### src/pom_map.svh
// register indices, field positions, masks and reset values of the pin mux
`ifndef POM_MAP_SVH
`define POM_MAP_SVH

// register indices; the byte address is four times the index
`define POM_IDX_RXD_SEL 10'h171
`define POM_IDX_STAT_SEL 10'h172
`define POM_IDX_PIN_LEVEL 10'h173

// selector field positions (low bit of each 4-bit field)
`define POM_POS_RXD7 12
`define POM_POS_RXD6 8
`define POM_POS_RXD5 4
`define POM_POS_RXD4 0
`define POM_POS_CRS 8
`define POM_POS_COL 4
`define POM_POS_RXER 0

// writable bits of each selector register
`define POM_RXD_WMASK 16'hFFFF
`define POM_STAT_WMASK_LARGE 16'h0FFF
`define POM_STAT_WMASK_SMALL 16'h00FF

// reset values
`define POM_SEL_RST 16'h0000
`define POM_PIN_RST 1'b0
`define POM_RDATA_RST 32'h0000_0000

`endif

### src/pom_pkg.sv
// types shared by the pin output mux modules
package pom_pkg;

  // selector codes of every muxed pin
  typedef enum logic [3:0] {
    POM_NORMAL = 4'h0,
    POM_TX_SFD = 4'h1,
    POM_RX_SFD = 4'h2,
    POM_WOL = 4'h3,
    POM_ENERGY = 4'h4,
    POM_RESV5 = 4'h5,
    POM_LED4 = 4'h6,
    POM_PRBS = 4'h7,
    POM_CONST0 = 4'h8,
    POM_CONST1 = 4'h9
  } pom_code_e;

  // link speed as reported by the speed resolution logic
  typedef enum logic [1:0] {
    POM_SPD_10 = 2'h0,
    POM_SPD_100 = 2'h1,
    POM_SPD_1000 = 2'h2
  } pom_speed_e;

  typedef logic [3:0] pom_sel_t;

endpackage

### src/pom_src_if.sv
// internal indications shared by every pin mux
`timescale 1ns/10ps
interface pom_src_if;
  logic prbs_err;
  logic led4;
  logic energy_ok;
  logic wake_on_lan_flag;
  logic rx_sfd;
  logic tx_sfd;
  modport src (output prbs_err, led4, energy_ok, wake_on_lan_flag, rx_sfd, tx_sfd);
  modport sink (input prbs_err, led4, energy_ok, wake_on_lan_flag, rx_sfd, tx_sfd);
endinterface

### src/pom_pin_mux.sv
// one registered output multiplexer for a single pin
`timescale 1ns/10ps
`include "pom_map.svh"
module pom_pin_mux (
  input wire logic clock_in,
  input wire logic rst_in,
  input wire logic [3:0] select_in,
  input wire logic normal_in,
  pom_src_if.sink src,
  output logic pin_out
);
  logic pin_d;
  logic pin_q;

  // ------------------------------------------------------------
  // source selection
  // ------------------------------------------------------------
  // reserved codes drive low so a stray write never toggles the pin
  always_comb begin
    case (pom_pkg::pom_code_e'(select_in))
      pom_pkg::POM_NORMAL: pin_d = normal_in;
      pom_pkg::POM_CONST1: pin_d = 1'b1;
      pom_pkg::POM_CONST0: pin_d = 1'b0;
      pom_pkg::POM_PRBS: pin_d = src.prbs_err;
      pom_pkg::POM_LED4: pin_d = src.led4;
      pom_pkg::POM_ENERGY: pin_d = src.energy_ok;
      pom_pkg::POM_WOL: pin_d = src.wake_on_lan_flag;
      pom_pkg::POM_RX_SFD: pin_d = src.rx_sfd;
      pom_pkg::POM_TX_SFD: pin_d = src.tx_sfd;
      default: pin_d = 1'b0;
    endcase
  end

  // registered so the pin is glitch free when the selector changes
  always_ff @(posedge clock_in or posedge rst_in) begin
    if (rst_in) begin
      pin_q <= `POM_PIN_RST;
    end else begin
      pin_q <= pin_d;
    end
  end

  assign pin_out = pin_q;
endmodule

### src/pom_top.sv
// apb register file and pin muxes for the mac side data and status pins
//
// Added by the designer: the APB interface to the registers.
`timescale 1ns/10ps
`include "pom_map.svh"
// What this block does
// - code 0000 keeps the pin's normal signal
// - code 1001 drives one, 1000 drives zero
// - code 0111 routes prbs error or sync loss
// - code 0110 routes fourth led; 0101 reserved
// - code 0100 energy detect, only 100/1000
// - code 0011 routes wake-on-lan flag
// - codes 0010/0001 route rx/tx sfd pulse
// - data pin select register only on large
// - rxd7..4 selectors in 15:12 down to 3:0
// - large: crs 11:8, col 7:4, rxer 3:0
// - small: gpio1 7:4, gpio0 3:0, rest reserved
// - small default puts col and rxer on gpio
module pom_top #(
  parameter bit LARGE_PKG = 1'b1,
  parameter int ADDR_W = 12
) (
  input wire logic clock_in,
  input wire logic rst_in,
  input wire logic apb_psel_in,
  input wire logic apb_penable_in,
  input wire logic apb_pwrite_in,
  input wire logic [ADDR_W-1:0] apb_paddr_in,
  input wire logic [31:0] apb_pwdata_in,
  output logic [31:0] apb_prdata_out,
  output logic apb_pready_out,
  output logic apb_pslverr_out,
  input wire logic [1:0] speed_in,
  input wire logic [3:0] rxd_hi_in,
  input wire logic crs_in,
  input wire logic col_in,
  input wire logic rx_er_in,
  input wire logic prbs_err_in,
  input wire logic fourth_led_signal_in,
  input wire logic energy_detect_in,
  input wire logic wake_on_lan_flag_in,
  input wire logic rx_sfd_in,
  input wire logic tx_sfd_in,
  output logic [3:0] rxd_hi_out,
  output logic crs_out,
  output logic col_out,
  output logic rx_er_out
);
  localparam int NPINS = 7;

  // ------------------------------------------------------------
  // parameter checks
  // ------------------------------------------------------------
  // the word index needs ten address bits above the byte lanes
  if (ADDR_W < 12) begin : g_bad_addr
    $error("ADDR_W must be at least 12");
  end

  // ------------------------------------------------------------
  // decode helpers
  // ------------------------------------------------------------
  // true only for the word-aligned byte address of a register index, upper bits zero
  function automatic logic reg_hit(input logic [ADDR_W-1:0] addr,
                                   input logic [9:0] idx);
    reg_hit = (addr[11:2] == idx) && (addr[1:0] == 2'h0) &&
              ((addr >> 12) == '0);
  endfunction

  // pulls one 4-bit selector out of a register image
  function automatic pom_pkg::pom_sel_t sel_field(input logic [15:0] r,
                                                  input int pos);
    sel_field = r[pos +: 4];
  endfunction

  // ------------------------------------------------------------
  // apb access decode
  // ------------------------------------------------------------
  logic setup_ph;
  logic access_ph;
  logic wr_en;
  logic hit_rxd;
  logic hit_stat;
  logic hit_lvl;
  logic mapped;
  logic [15:0] stat_wmask;

  assign setup_ph = apb_psel_in && !apb_penable_in;
  assign access_ph = apb_psel_in && apb_penable_in;
  assign wr_en = access_ph && apb_pwrite_in;
  assign hit_rxd = reg_hit(apb_paddr_in, `POM_IDX_RXD_SEL);
  assign hit_stat = reg_hit(apb_paddr_in, `POM_IDX_STAT_SEL);
  assign hit_lvl = reg_hit(apb_paddr_in, `POM_IDX_PIN_LEVEL);
  // the small package has no data pin selector register
  assign mapped = (hit_rxd && LARGE_PKG) || hit_stat || hit_lvl;
  assign stat_wmask = LARGE_PKG ? `POM_STAT_WMASK_LARGE
                                : `POM_STAT_WMASK_SMALL;
  // zero wait states: every access phase completes at once
  assign apb_pready_out = 1'b1;

  // ------------------------------------------------------------
  // selector registers
  // ------------------------------------------------------------
  logic [15:0] rxd_sel_q;
  logic [15:0] rxd_sel_d;
  logic [15:0] stat_sel_q;
  logic [15:0] stat_sel_d;

  // reserved bits are masked at the write, so they always read zero
  always_comb begin
    rxd_sel_d = rxd_sel_q;
    stat_sel_d = stat_sel_q;
    if (wr_en && hit_rxd && LARGE_PKG) begin
      rxd_sel_d = apb_pwdata_in[15:0] & `POM_RXD_WMASK;
    end
    if (wr_en && hit_stat) begin
      stat_sel_d = apb_pwdata_in[15:0] & stat_wmask;
    end
  end

  always_ff @(posedge clock_in or posedge rst_in) begin
    if (rst_in) begin
      rxd_sel_q <= `POM_SEL_RST;
      stat_sel_q <= `POM_SEL_RST;
    end else begin
      rxd_sel_q <= rxd_sel_d;
      stat_sel_q <= stat_sel_d;
    end
  end

  // ------------------------------------------------------------
  // read data and error response
  // ------------------------------------------------------------
  logic [31:0] rdata_d;
  logic [31:0] rdata_q;
  logic slverr_d;
  logic slverr_q;
  logic [NPINS-1:0] pin_lvl;

  // captured in the setup phase so data is stable through access
  always_comb begin
    rdata_d = rdata_q;
    slverr_d = slverr_q;
    if (setup_ph) begin
      rdata_d = `POM_RDATA_RST;
      slverr_d = !mapped;
      if (hit_rxd && LARGE_PKG) begin
        rdata_d[15:0] = rxd_sel_q;
      end else if (hit_stat) begin
        rdata_d[15:0] = stat_sel_q;
      end else if (hit_lvl) begin
        rdata_d[NPINS-1:0] = pin_lvl;
      end
    end
  end

  always_ff @(posedge clock_in or posedge rst_in) begin
    if (rst_in) begin
      rdata_q <= `POM_RDATA_RST;
      slverr_q <= 1'b0;
    end else begin
      rdata_q <= rdata_d;
      slverr_q <= slverr_d;
    end
  end

  assign apb_prdata_out = rdata_q;
  // error shows only while the access phase is on the bus
  assign apb_pslverr_out = access_ph && slverr_q;

  // ------------------------------------------------------------
  // internal indications and the pin muxes
  // ------------------------------------------------------------
  pom_src_if src_bus ();

  // energy detect means nothing at 10 Mb/s, so it reads low there
  assign src_bus.energy_ok = energy_detect_in &&
    (pom_pkg::pom_speed_e'(speed_in) != pom_pkg::POM_SPD_10);
  assign src_bus.prbs_err = prbs_err_in;
  assign src_bus.led4 = fourth_led_signal_in;
  assign src_bus.wake_on_lan_flag = wake_on_lan_flag_in;
  assign src_bus.rx_sfd = rx_sfd_in;
  assign src_bus.tx_sfd = tx_sfd_in;

  logic [NPINS-1:0][3:0] pin_sel;
  logic [NPINS-1:0] pin_norm;

  // pin order: rx_er, col, crs, rxd4..rxd7; on the small package
  // rx_er and col are the two general purpose pins
  always_comb begin
    pin_sel[0] = sel_field(stat_sel_q, `POM_POS_RXER);
    pin_sel[1] = sel_field(stat_sel_q, `POM_POS_COL);
    pin_sel[2] = sel_field(stat_sel_q, `POM_POS_CRS);
    pin_sel[3] = sel_field(rxd_sel_q, `POM_POS_RXD4);
    pin_sel[4] = sel_field(rxd_sel_q, `POM_POS_RXD5);
    pin_sel[5] = sel_field(rxd_sel_q, `POM_POS_RXD6);
    pin_sel[6] = sel_field(rxd_sel_q, `POM_POS_RXD7);
  end

  // code zero on the small package gives col and rx_er as well
  assign pin_norm = {rxd_hi_in, crs_in, col_in, rx_er_in};

  for (genvar i = 0; i < NPINS; i++) begin : g_pin
    pom_pin_mux u_mux (
      .clock_in (clock_in),
      .rst_in (rst_in),
      .select_in (pin_sel[i]),
      .normal_in (pin_norm[i]),
      .src (src_bus.sink),
      .pin_out (pin_lvl[i])
    );
  end

  assign rx_er_out = pin_lvl[0];
  assign col_out = pin_lvl[1];
  assign crs_out = pin_lvl[2];
  assign rxd_hi_out = pin_lvl[6:3];
endmodule

### config.mk
export PLATFORM = sky130hd
export DESIGN_NAME = pom_top
export DESIGN_NICKNAME = d
export VERILOG_FILES = /design/src/pom_pkg.sv /design/src/pom_src_if.sv /design/src/pom_pin_mux.sv /design/src/pom_top.sv
export VERILOG_INCLUDE_DIRS = /design/src /design/src/src
export SDC_FILE = /design/constraint.sdc
export NUM_CORES = 1
export LEC_CHECK = 0
export ABC_AREA = 1
export BUFFER_PORTS_ARGS = -buffer_cell sky130_fd_sc_hd__buf_2
export CAP_MARGIN = 30
export CORE_MARGIN = 4
export CORE_UTILIZATION = 35
export CTS_CLUSTER_SIZE = 24
export DETAILED_ROUTE_END_ITERATION = 8
export GPL_TIMING_DRIVEN = 1
export MAX_ROUTING_LAYER = met4
export PLACE_DENSITY = 0.68
export SETUP_SLACK_MARGIN = 0.02
export SLEW_MARGIN = 20
export SYNTH_ARGS = -nofsm -noshare
export SYNTH_HDL_FRONTEND = slang
export SYNTH_HIERARCHICAL = 1
export SYNTH_SLANG_ARGS = --single-unit
### constraint.sdc
create_clock -name clock_in -period 1.1 [get_ports clock_in]
set_input_delay 0.11 -clock clock_in [delete_from_list [all_inputs] [get_ports clock_in]]
set_output_delay 0.11 -clock clock_in [all_outputs]
set_load 0.005 [all_outputs]
==> results of run 1 <==
-- per-layer routing --
metal	wire length, um	vias up	global-route usage (%)
met2	4407	119	26.52
li1	-	1753	-
met5	0	-	-
met1	4113	1528	20.89
met4	116	0	4.238
met3	664	13	2.842
-- cell families after synthesis --
family / Yosys count
and+or+nand+nor: 307
other: 2
DFF: 52
buffers and inverters: 109
AOI/OAI and AO/OA: 41
-- critical path, cell delays in order, from the launching register on --
cell,delay [ns]
sky130_fd_sc_hd__dfrtp_1,0.38
sky130_fd_sc_hd__and3_1,0.14
sky130_fd_sc_hd__buf_2,0.12
-- layout make-up --
| cell class | count | area share [%] |
|---|---|---|
| clock inverters | 2 | 0.3146 |
| inverters | 80 | 6.949 |
| repair buffers | 106 | 14.87 |
| multi-input cells | 365 | 41.86 |
| flip-flops and latches | 52 | 30.31 |
| clock buffers | 6 | 1.887 |
| well taps | 133 | 3.803 |
-- flip-flops by register name (all words and copies together), names as in the netlist --
register	flops
apb_prdata_out	16
g_pin.u_mux/pin_out	7
rxd_sel_q	16
slverr_q	1
stat_sel_q	12
-- synthesized netlist by cell type, drive strengths merged (2+ instances only) --
cell type  instances
nand2            133
nor2              84
inv               80
nand3             70
dfrtp             52
o21ai             31
buf               27
nand4             13
a21oi              7
or2                5
clkbuf             2
conb               2
-- power by group through the flow --
stage	clock network (mW)	registers (mW)	logic, mW
after floorplan	0	2.00	0.248
after global placement	0	2.00	0.436
after detailed placement	0	2.00	0.446
after CTS	1.21	1.96	0.457
after global routing	1.27	1.97	0.514
final	1.17	1.96	0.454
-- metrics by stage --
| step | area (um^2) | std cells |
|---|---|---|
| finish | 4375 | 744 |
| global route | 4375 | 744 |
| CTS | 4238 | 733 |
| detailed placement | 4104 | 721 |
| global placement | 4104 | 721 |
| floorplan | 3617 | 526 |
-- worst paths after layout --
| check | startpoint | end |
|---|---|---|
| min in group asynchronous | rst_in | g_pin[6].u_mux/pin_out |
| hold reg to reg | apb_prdata_out[2] | apb_prdata_out[2] |
| setup / recovery | slverr_q | apb_pslverr_out |
| hold / removal | apb_pwdata_in[15] | rxd_sel_q[15] |
| max in group asynchronous | rst_in | rxd_sel_q[9] |
| setup reg to reg | rxd_sel_q[8] | g_pin[5].u_mux/pin_out |
-- timing repair --
action	4_1_cts	5_1_grt
hold buffers	3	0
gates resized for setup	0	32
setup buffers	1	11
pin swaps	1	5
setup endpoints to repair	1	15
hold endpoints to repair	54	0
==> results by stage, run 1 <==
Outcome:
- The run finished with clean final reports.

Floorplan:
- The total area inside the core boundary comes to 9819 um^2.
- The die is 108.8 um tall.
- The die width is 108.8 um.
- Once the floorplan was initialized, standard cells occupied 36.23% of the core.
- The die footprint is 11840 um^2.
- The number of placed I/O pins is 105.
- The number of rows created at floorplan is 36.

Global route:
- The initial antenna violation count is 0.
- Global routing finished with a remaining overflow of 0.
- The largest net degree at the start of global routing is 29.
- The first global-routing pass estimated 14.97 mm of wire.
- The number of global-route vias before repair is 3166.
- In the global route stage, overall resource usage came out at 16.22%.

Final layout:
- The top cell types in the final layout, fill and taps aside, are 116 x sky130_fd_sc_hd__nand2_1, 72 x sky130_fd_sc_hd__inv_1, 71 x sky130_fd_sc_hd__buf_2.
- From synthesis to final layout, the design area changed by 23.00%.
- The total number of nets in the final design is 674.
- The core utilization of the finished layout is 44.56%.
- The area taken by flip-flops and latches is 1326 um^2.
- The layout has 1037 filler cells.
- Leaving out fill and tap cells, the most frequent cell in the layout is sky130_fd_sc_hd__nand2_1.
- The post-route netlist has 34.21% of its cells at a drive strength greater than 1.
- The combined area of the multi-input logic cells is 1832 um^2.
- The number of antenna repair diodes is 0.

Synth:
- The post-synthesis instance area is 3557 um^2.
- The post-synthesis cell count is 511.
- The total number of yosys warnings is 6.
- The synthesized netlist devotes 7.351% of its cell area to compound gates.
- Of all cell types, the one taking the most synthesized area is sky130_fd_sc_hd__dfrtp_1.
- In this run, synthesis inferred 0 flip-flops with an integrated enable.
- The fraction of the mapped netlist area in simple logic gates is 41.51%.
- By area, the combinational part of the netlist is dominated by simple AND/OR/NAND/NOR gates.
- In this run, synthesis produced a sequential element count of 52.
- The mux share of post-synthesis cell area is 0%.
- The leading register cell type out of synthesis is sky130_fd_sc_hd__dfrtp_1.
- In this run the biggest area consumer among cell types represents 36.58% of the synthesized area.
- Sorting the synthesized cells by area gives the leading types as sky130_fd_sc_hd__dfrtp_1 37%, sky130_fd_sc_hd__nand2_1 12%, sky130_fd_sc_hd__nand3_1 9.6%.
- After Yosys synthesis, XOR and XNOR cells account for 0% of the synthesized area.
- For this run, asynchronously set or reset flops after synthesis account for 100.0%.
- Summing the areas of all fa, ha and maj instances in the mapped netlist gives 0% of the synthesized area.
- The sequential element share of the synthesized area is 36.58%.
- The number of library cell types mapped by synthesis is 27.
- Each instance of the synthesized netlist takes up on average 6.961 um^2.

Placement:
- The final weighted congestion in routability-driven placement is 0.8562.
- At the placement stage, the worst setup path has a slack of -0.2270 ns.
- Port buffering added 71 buffers.
- The placed wire-length estimate is 7.315 mm.

STA:
- The final number of hold-violating endpoints is 0.
- The worst hold slack is 0.006574 ns.
- The max-slew violation count is 0.
- The final total negative setup slack is 0 ns.
- The minimum setup slack in the final design is 0.03822 ns.
- Setup violations remaining at the end of the flow were counted as 0.
- The post-route clock period utilization is 96.53%.
- Setup repair after global routing could not meet its margin everywhere.
- The smallest clock period supported by the final layout is computed as 1.062 ns.
- The clock arrives with 0.007021 ns of skew.
- The fmax is 941.8 MHz.

Clock tree:
- The clock sink count is 52.
- The H-tree depth is 2.
- The longest clock path from root to sink contains 2 buffers.
- TritonCTS built the clock tree.
- The worst-skew pair later-pin latency is 0.31 ns.
- The total CTS buffers is 5.
- After clock tree synthesis, the clock-pin slew on the worst setup and hold paths is 0.10 ns.
- The cell sitting at the root of the clock tree is a sky130_fd_sc_hd__clkbuf_8.

Routing:
- The number of design rule violations left after detail routing is 0.
- Summing over every cut layer, the via total after detailed routing is 3413.
- The first detailed-routing pass took 6 iterations.
- In the routed layout, each cell is associated on average with a via count of 4.587.
- The detailed router finished its first iteration with 203 violations.
- The detailed-route wire length is 9.302 mm.
- The remaining antenna violation count is 0.
- Dividing the detail-routed wire length by the instance count gives 12.50 um.

Critical path:
- In this run the worst path has a maximum fanout of 2.
- The worst setup path is captured at an output port.
- Data on the critical path is required at its endpoint by 0.99 ns.
- The startpoint class of the critical path is a flop.
- The type of the worst setup path is flop to output port.
- The reg2reg setup slack is 0.09 ns.
- Data on the critical path arrives at its endpoint at 0.95 ns.
- The worst register-to-register path has a depth of 6.

Pwr:
- The share of total power dissipated in combinational logic is 12.7%.
- The design draws 3.583 mW.
- Per report_power, the clock group accounts for 32.5% of the total.
- The power share of the sequential group is 54.8%.
- The worst vdd rail ir drop is 0.4273 mV.
- The internal power component is 2.644 mW.
- For this design the total switching power over the nets is 0.9386 mW.
- Power spread over the standard cell area amounts to 818.8 nW/um^2.
- In this run the static leakage power is 2.415 nW.
- The switching share of power is 26.20%.

Hold path:
- The class of the most critical hold timing path is input pin to flop.
- Counting instances, the worst hold path has a depth of 3.

Flow run:
- Max-cap violations in this run came to 0.
Power figures use the tool's default switching activity.
==> run 2: changes to the inputs <==
ABC_AREA = unset   (was 1)
BUFFER_PORTS_ARGS = -buffer_cell sky130_fd_sc_hd__clkbuf_2   (was -buffer_cell sky130_fd_sc_hd__buf_2)
PLACE_DENSITY = 0.69   (was 0.68)
==> run 2 against run 1 <==
The flow now finishes with violations (negative setup slack). Worst hold slack improved by 0.022 ns. Die area down 12%. Design area decreased by 2.1%. Synthesized cell count shrank 50%. Via count fell by 25%. Clock skew is 0.010 ns higher. Combinational power down 3%. Fmax is 17% lower. Clock power increased by 15%. Largest power group unchanged.
==> results by stage, run 2 <==
Synth:
- sky130_fd_sc_hd__dfrtp_1 is the most common cell in the netlist.
- The xor/xnor cell area share of the yosys netlist came to 0% (unchanged).
- In the synthesized netlist, the cells that appear most often are 52 x sky130_fd_sc_hd__dfrtp_1, 32 x sky130_fd_sc_hd__mux2_2, 18 x sky130_fd_sc_hd__buf_4.
- The share of flip-flops with an asynchronous set or reset after synthesis is 100.0% (unchanged).
- The number of library cell types mapped by synthesis is 38 (+41%).
- The total number of yosys warnings is 6 (unchanged).
- The number of enable flip-flop cells after synthesis is 0 (unchanged).
- The sequential element share of the synthesized area is 42.16% (+5.6 points).
- Among all flip-flop cells after synthesis, the most frequent one is sky130_fd_sc_hd__dfrtp_1.
- The complex-gate fraction of the synthesized area is 11.39% (+4.0 points).
- The post-synthesis share of cell area spent on full adders, half adders and majority gates is 0% (unchanged).
- The post-synthesis cell count is 258 (-50%).
- The mux share of post-synthesis cell area is 18.81% (+19 points).
- The post-synthesis instance area was 3087 um^2 (-13%).
- The share of the synthesized area in the top cell type is 42.16% (+5.6 points).
- After synthesis, the cell types taking the most area are sky130_fd_sc_hd__dfrtp_1 42%, sky130_fd_sc_hd__mux2_2 12%, sky130_fd_sc_hd__and4bb_2 5.7%.
- The main combinational cell family by area after synthesis is simple AND/OR/NAND/NOR gates.
- The fraction of the mapped netlist area in simple logic gates is 21.04% (-20 points).
- The largest total area in the synthesized netlist belongs to sky130_fd_sc_hd__dfrtp_1.
- The flip-flop and latch count after synthesis came to 52 (unchanged).
- The post-synthesis area per instance came to 11.96 um^2 (+72%).

Critical path:
- The kind of end point of the critical path is a flop.
- The critical path in this run is classified as flop to flop.
- The required time of the critical path is 1.28 ns (+0.29 ns).
- The startpoint class of the critical path is a flop.
- The highest fanout seen on the critical path is 6 (+4).
- The number of cells on the worst reg-to-reg path is 3 (-3).
- The data arrival time at the worst-slack endpoint is 1.45 ns (+0.50 ns).

Floorplan:
- The effective utilization at floorplan came to 36.83% (+0.60 points).
- The core outline area is 8382 um^2 (-15%).
- The vertical extent of the die is 101.9 um (-6.3%).
- The number of rows created at floorplan came to 33 (-8.3%).
- The die width was 101.9 um (-6.3%).
- The number of placed I/O pins came to 105 (unchanged).
- The die footprint is 10390 um^2 (-12%).

Routing:
- The violation count after the first detailed-route iteration is 82 (-60%).
- The routed via count divided by cell count came to 5.176 (+13%).
- The total via count in the routed design is 2552 (-25%).
- The detailed-route wire length came to 8.762 mm (-5.8%).
- The count of TritonRoute iterations in the first routing pass came to 4 (-2).
- The number of design rule violations left after detail routing is 0 (unchanged).
- The average wire per cell in the routed design came to 17.77 um (+42%).
- The remaining antenna violation count is 0 (unchanged).

Clock tree:
- The worst-skew pair later-pin latency is 0.31 ns (about the same).
- The H-tree depth is 2 (unchanged).
- The maximum number of buffers from clock root to sink is 2 (unchanged).
- The cell sitting at the root of the clock tree is a sky130_fd_sc_hd__clkbuf_8.
- The clock sink count is 52 (unchanged).
- The total CTS buffers was 5 (unchanged).
- TritonCTS built the clock tree.
- The clock transition at the registers of the reported paths is 0.10 ns (about the same).

STA:
- The minimum setup slack in the final design is -0.1720 ns (-0.2102 ns).
- Setup repair after global routing could not meet its margin everywhere.
- The shortest clock period the worst path allows after layout is 1.272 ns (+0.2102 ns).
- The final total negative setup slack is -5.764 ns (-5.764 ns).
- The final number of hold-violating endpoints is 0 (unchanged).
- The post-route clock period utilization was 115.6% (+19 points).
- The max-slew violation count was 0 (unchanged).
- The fmax is 786.2 MHz (-17%).
- The largest clock skew in the final design is 0.01720 ns (+0.01018 ns).
- The number of failing setup endpoints in the final timing report is 51 (+51).

Final layout:
- The number of standard cells in the layout, taps in and fillers out was 493 (-34%).
- The commonest non-fill, non-tap cell in the layout is sky130_fd_sc_hd__clkbuf_2.
- The core utilization of the finished layout came to 51.10% (+6.5 points).
- In the layout the commonest cells are 69 x sky130_fd_sc_hd__clkbuf_2, 49 x sky130_fd_sc_hd__dfrtp_1, 44 x sky130_fd_sc_hd__buf_4.
- The area of all placed cells without fillers is 4283 um^2 (-2.1%).
- The number of antenna repair diodes was 0 (unchanged).
- The area growth from synthesis to final layout is 38.75%.
- The fraction of layout instances using a drive strength above 1 is 57.99% (+24 points).
- The number of fill cells came to 772 (-26%).
- The total number of nets in the final design is 451 (-33%).

Global route:
- The number of global-route vias before repair was 2553 (-19%).
- The remaining global-route overflow is 0 (unchanged).
- The largest net degree at the start of global routing is 21 (-28%).
- The initial antenna violation count came to 0 (unchanged).
- The global routing usage summed across all routing layers was 17.50% (+1.3 points).
- The wire length of the first global-routing pass was 13.45 mm (-10%).

Pwr:
- The worst vdd rail ir drop is 0.5523 mV (+29%).
- The internal power component is 2.836 mW (+7.3%).
- The switching power came to 0.8942 mW (-4.7%).
- The proportion of power drawn by combinational gates came to 11.8% (-0.9 points).
- The power share of the sequential group is 52.1% (-2.7 points).
- The overall power consumption came to 3.731 mW (+4.1%).
- The switching share of power is 23.97% (-2.2 points).
- The fraction of power consumed by the clock network is 36.1% (+3.6 points).
- The leakage dissipation is 2.084 nW (-14%).
- The total power density per cell area was 871.1 nW/um^2 (+6.4%).

Placement:
- The number of port buffers is 71 (unchanged).
- The final weighted congestion in routability-driven placement is 0.8049 (-6.0%).
- The instance count after placement with tap cells included is 480 (-33%).
- The cell area after placement is 4000 um^2 (-2.5%).
- The placed wire-length estimate is 6.580 mm (-10%).

Outcome:
- The checks that failed: negative setup slack.
- The flow ran to the end, but the final reports show violations.

Hold path:
- The class of the most critical hold timing path is input pin to flop.
- The cell depth of the worst min-delay path is 2 (-1).

Flow run:
- The count of max-cap constraint violations was 0 (unchanged).
[run 2: cell types whose count changed in the layout (fill, tap and decap cells not counted), sizes merged, moves of 13 or more]
cell	delta
nand2	-117
nor2	-82
inv	-72
clkbuf	+69
nand3	-69
buf	-44
mux2	+42
o21ai	-23
and4bb	+14
nand4	-13
[run 2: timing repair]
item,4_1_cts,5_1_grt
setup buffers,4,1
pin swaps,5,7
hold endpoints to repair,15,0
setup endpoints to repair,51,54
hold buffers,1,0
resized for setup,22,13
[run 2: worst max-delay path, cell delays in order, from the launching register on]
cell and delay (ns):
sky130_fd_sc_hd__dfrtp_2 0.46, sky130_fd_sc_hd__mux2_4 0.32, sky130_fd_sc_hd__a211oi_2 0.21, sky130_fd_sc_hd__o221ai_1 0.15
[run 2: per-stage QoR]
step	setup slack, ns	hold WS [ns]
after floorplan	-0.3981	-0.1613
after global placement	-0.4639	0.09819
after detailed placement	-0.4882	0.09975
after CTS	-0.1354	0.02313
after global routing	-0.1775	0.009485
final	-0.1720	0.02860
[run 2: path summary, 6_finish.rpt]
path	start	end	slack (ns)
worst max-delay path	stat_sel_q[8]	g_pin[2].u_mux/pin_out	-0.17
worst min-delay path	apb_pwdata_in[14]	rxd_sel_q[14]	0.03
worst max register to register	stat_sel_q[8]	g_pin[2].u_mux/pin_out	-0.17
worst min register to register	apb_prdata_out[12]	apb_prdata_out[12]	0.54
max in group asynchronous	rst_in	rxd_sel_q[4]	0.24
min in group asynchronous	rst_in	g_pin[3].u_mux/pin_out	0.33
[run 2: cells by family after synthesis]
family | count (synthesis)
AO/OA/AOI/OAI | 46
buffers and inverters | 30
flip-flops | 52
multiplexers | 49
other | 2
AND/OR/NAND/NOR | 79
[run 2: final cells by class]
class	instances	area [um^2]	share of cell area (%)
tap	105	131.4	3.067
timing repair buffer	129	898.4	20.98
clock inverter	2	38.79	0.9056
sequential	52	1305	30.47
clock buffer	6	72.57	1.694
inverter	8	33.78	0.7888
multi-input combinational	191	1803	42.10
[run 2: layer usage]
layer | global-route usage [%] | vias to the layer above | wire length, um
li1 | - | 1192 | -
met1 | 24.12 | 1258 | 4024
met2 | 26.46 | 93 | 4106
met3 | 3.276 | 9 | 503
met4 | 4.945 | 0 | 127
met5 | - | - | 0
[run 2: power groups by stage]
stage          clock network, mW  registers [mW]  logic, mW
5_1_grt                     1.45            1.94      0.486
3_5_place_dp                   0            1.98      0.419
4_1_cts                     1.37            1.94      0.437
3_3_place_gp                   0            1.98      0.413
2_1_floorplan                  0            1.98      0.196
6_report                    1.35            1.94      0.442
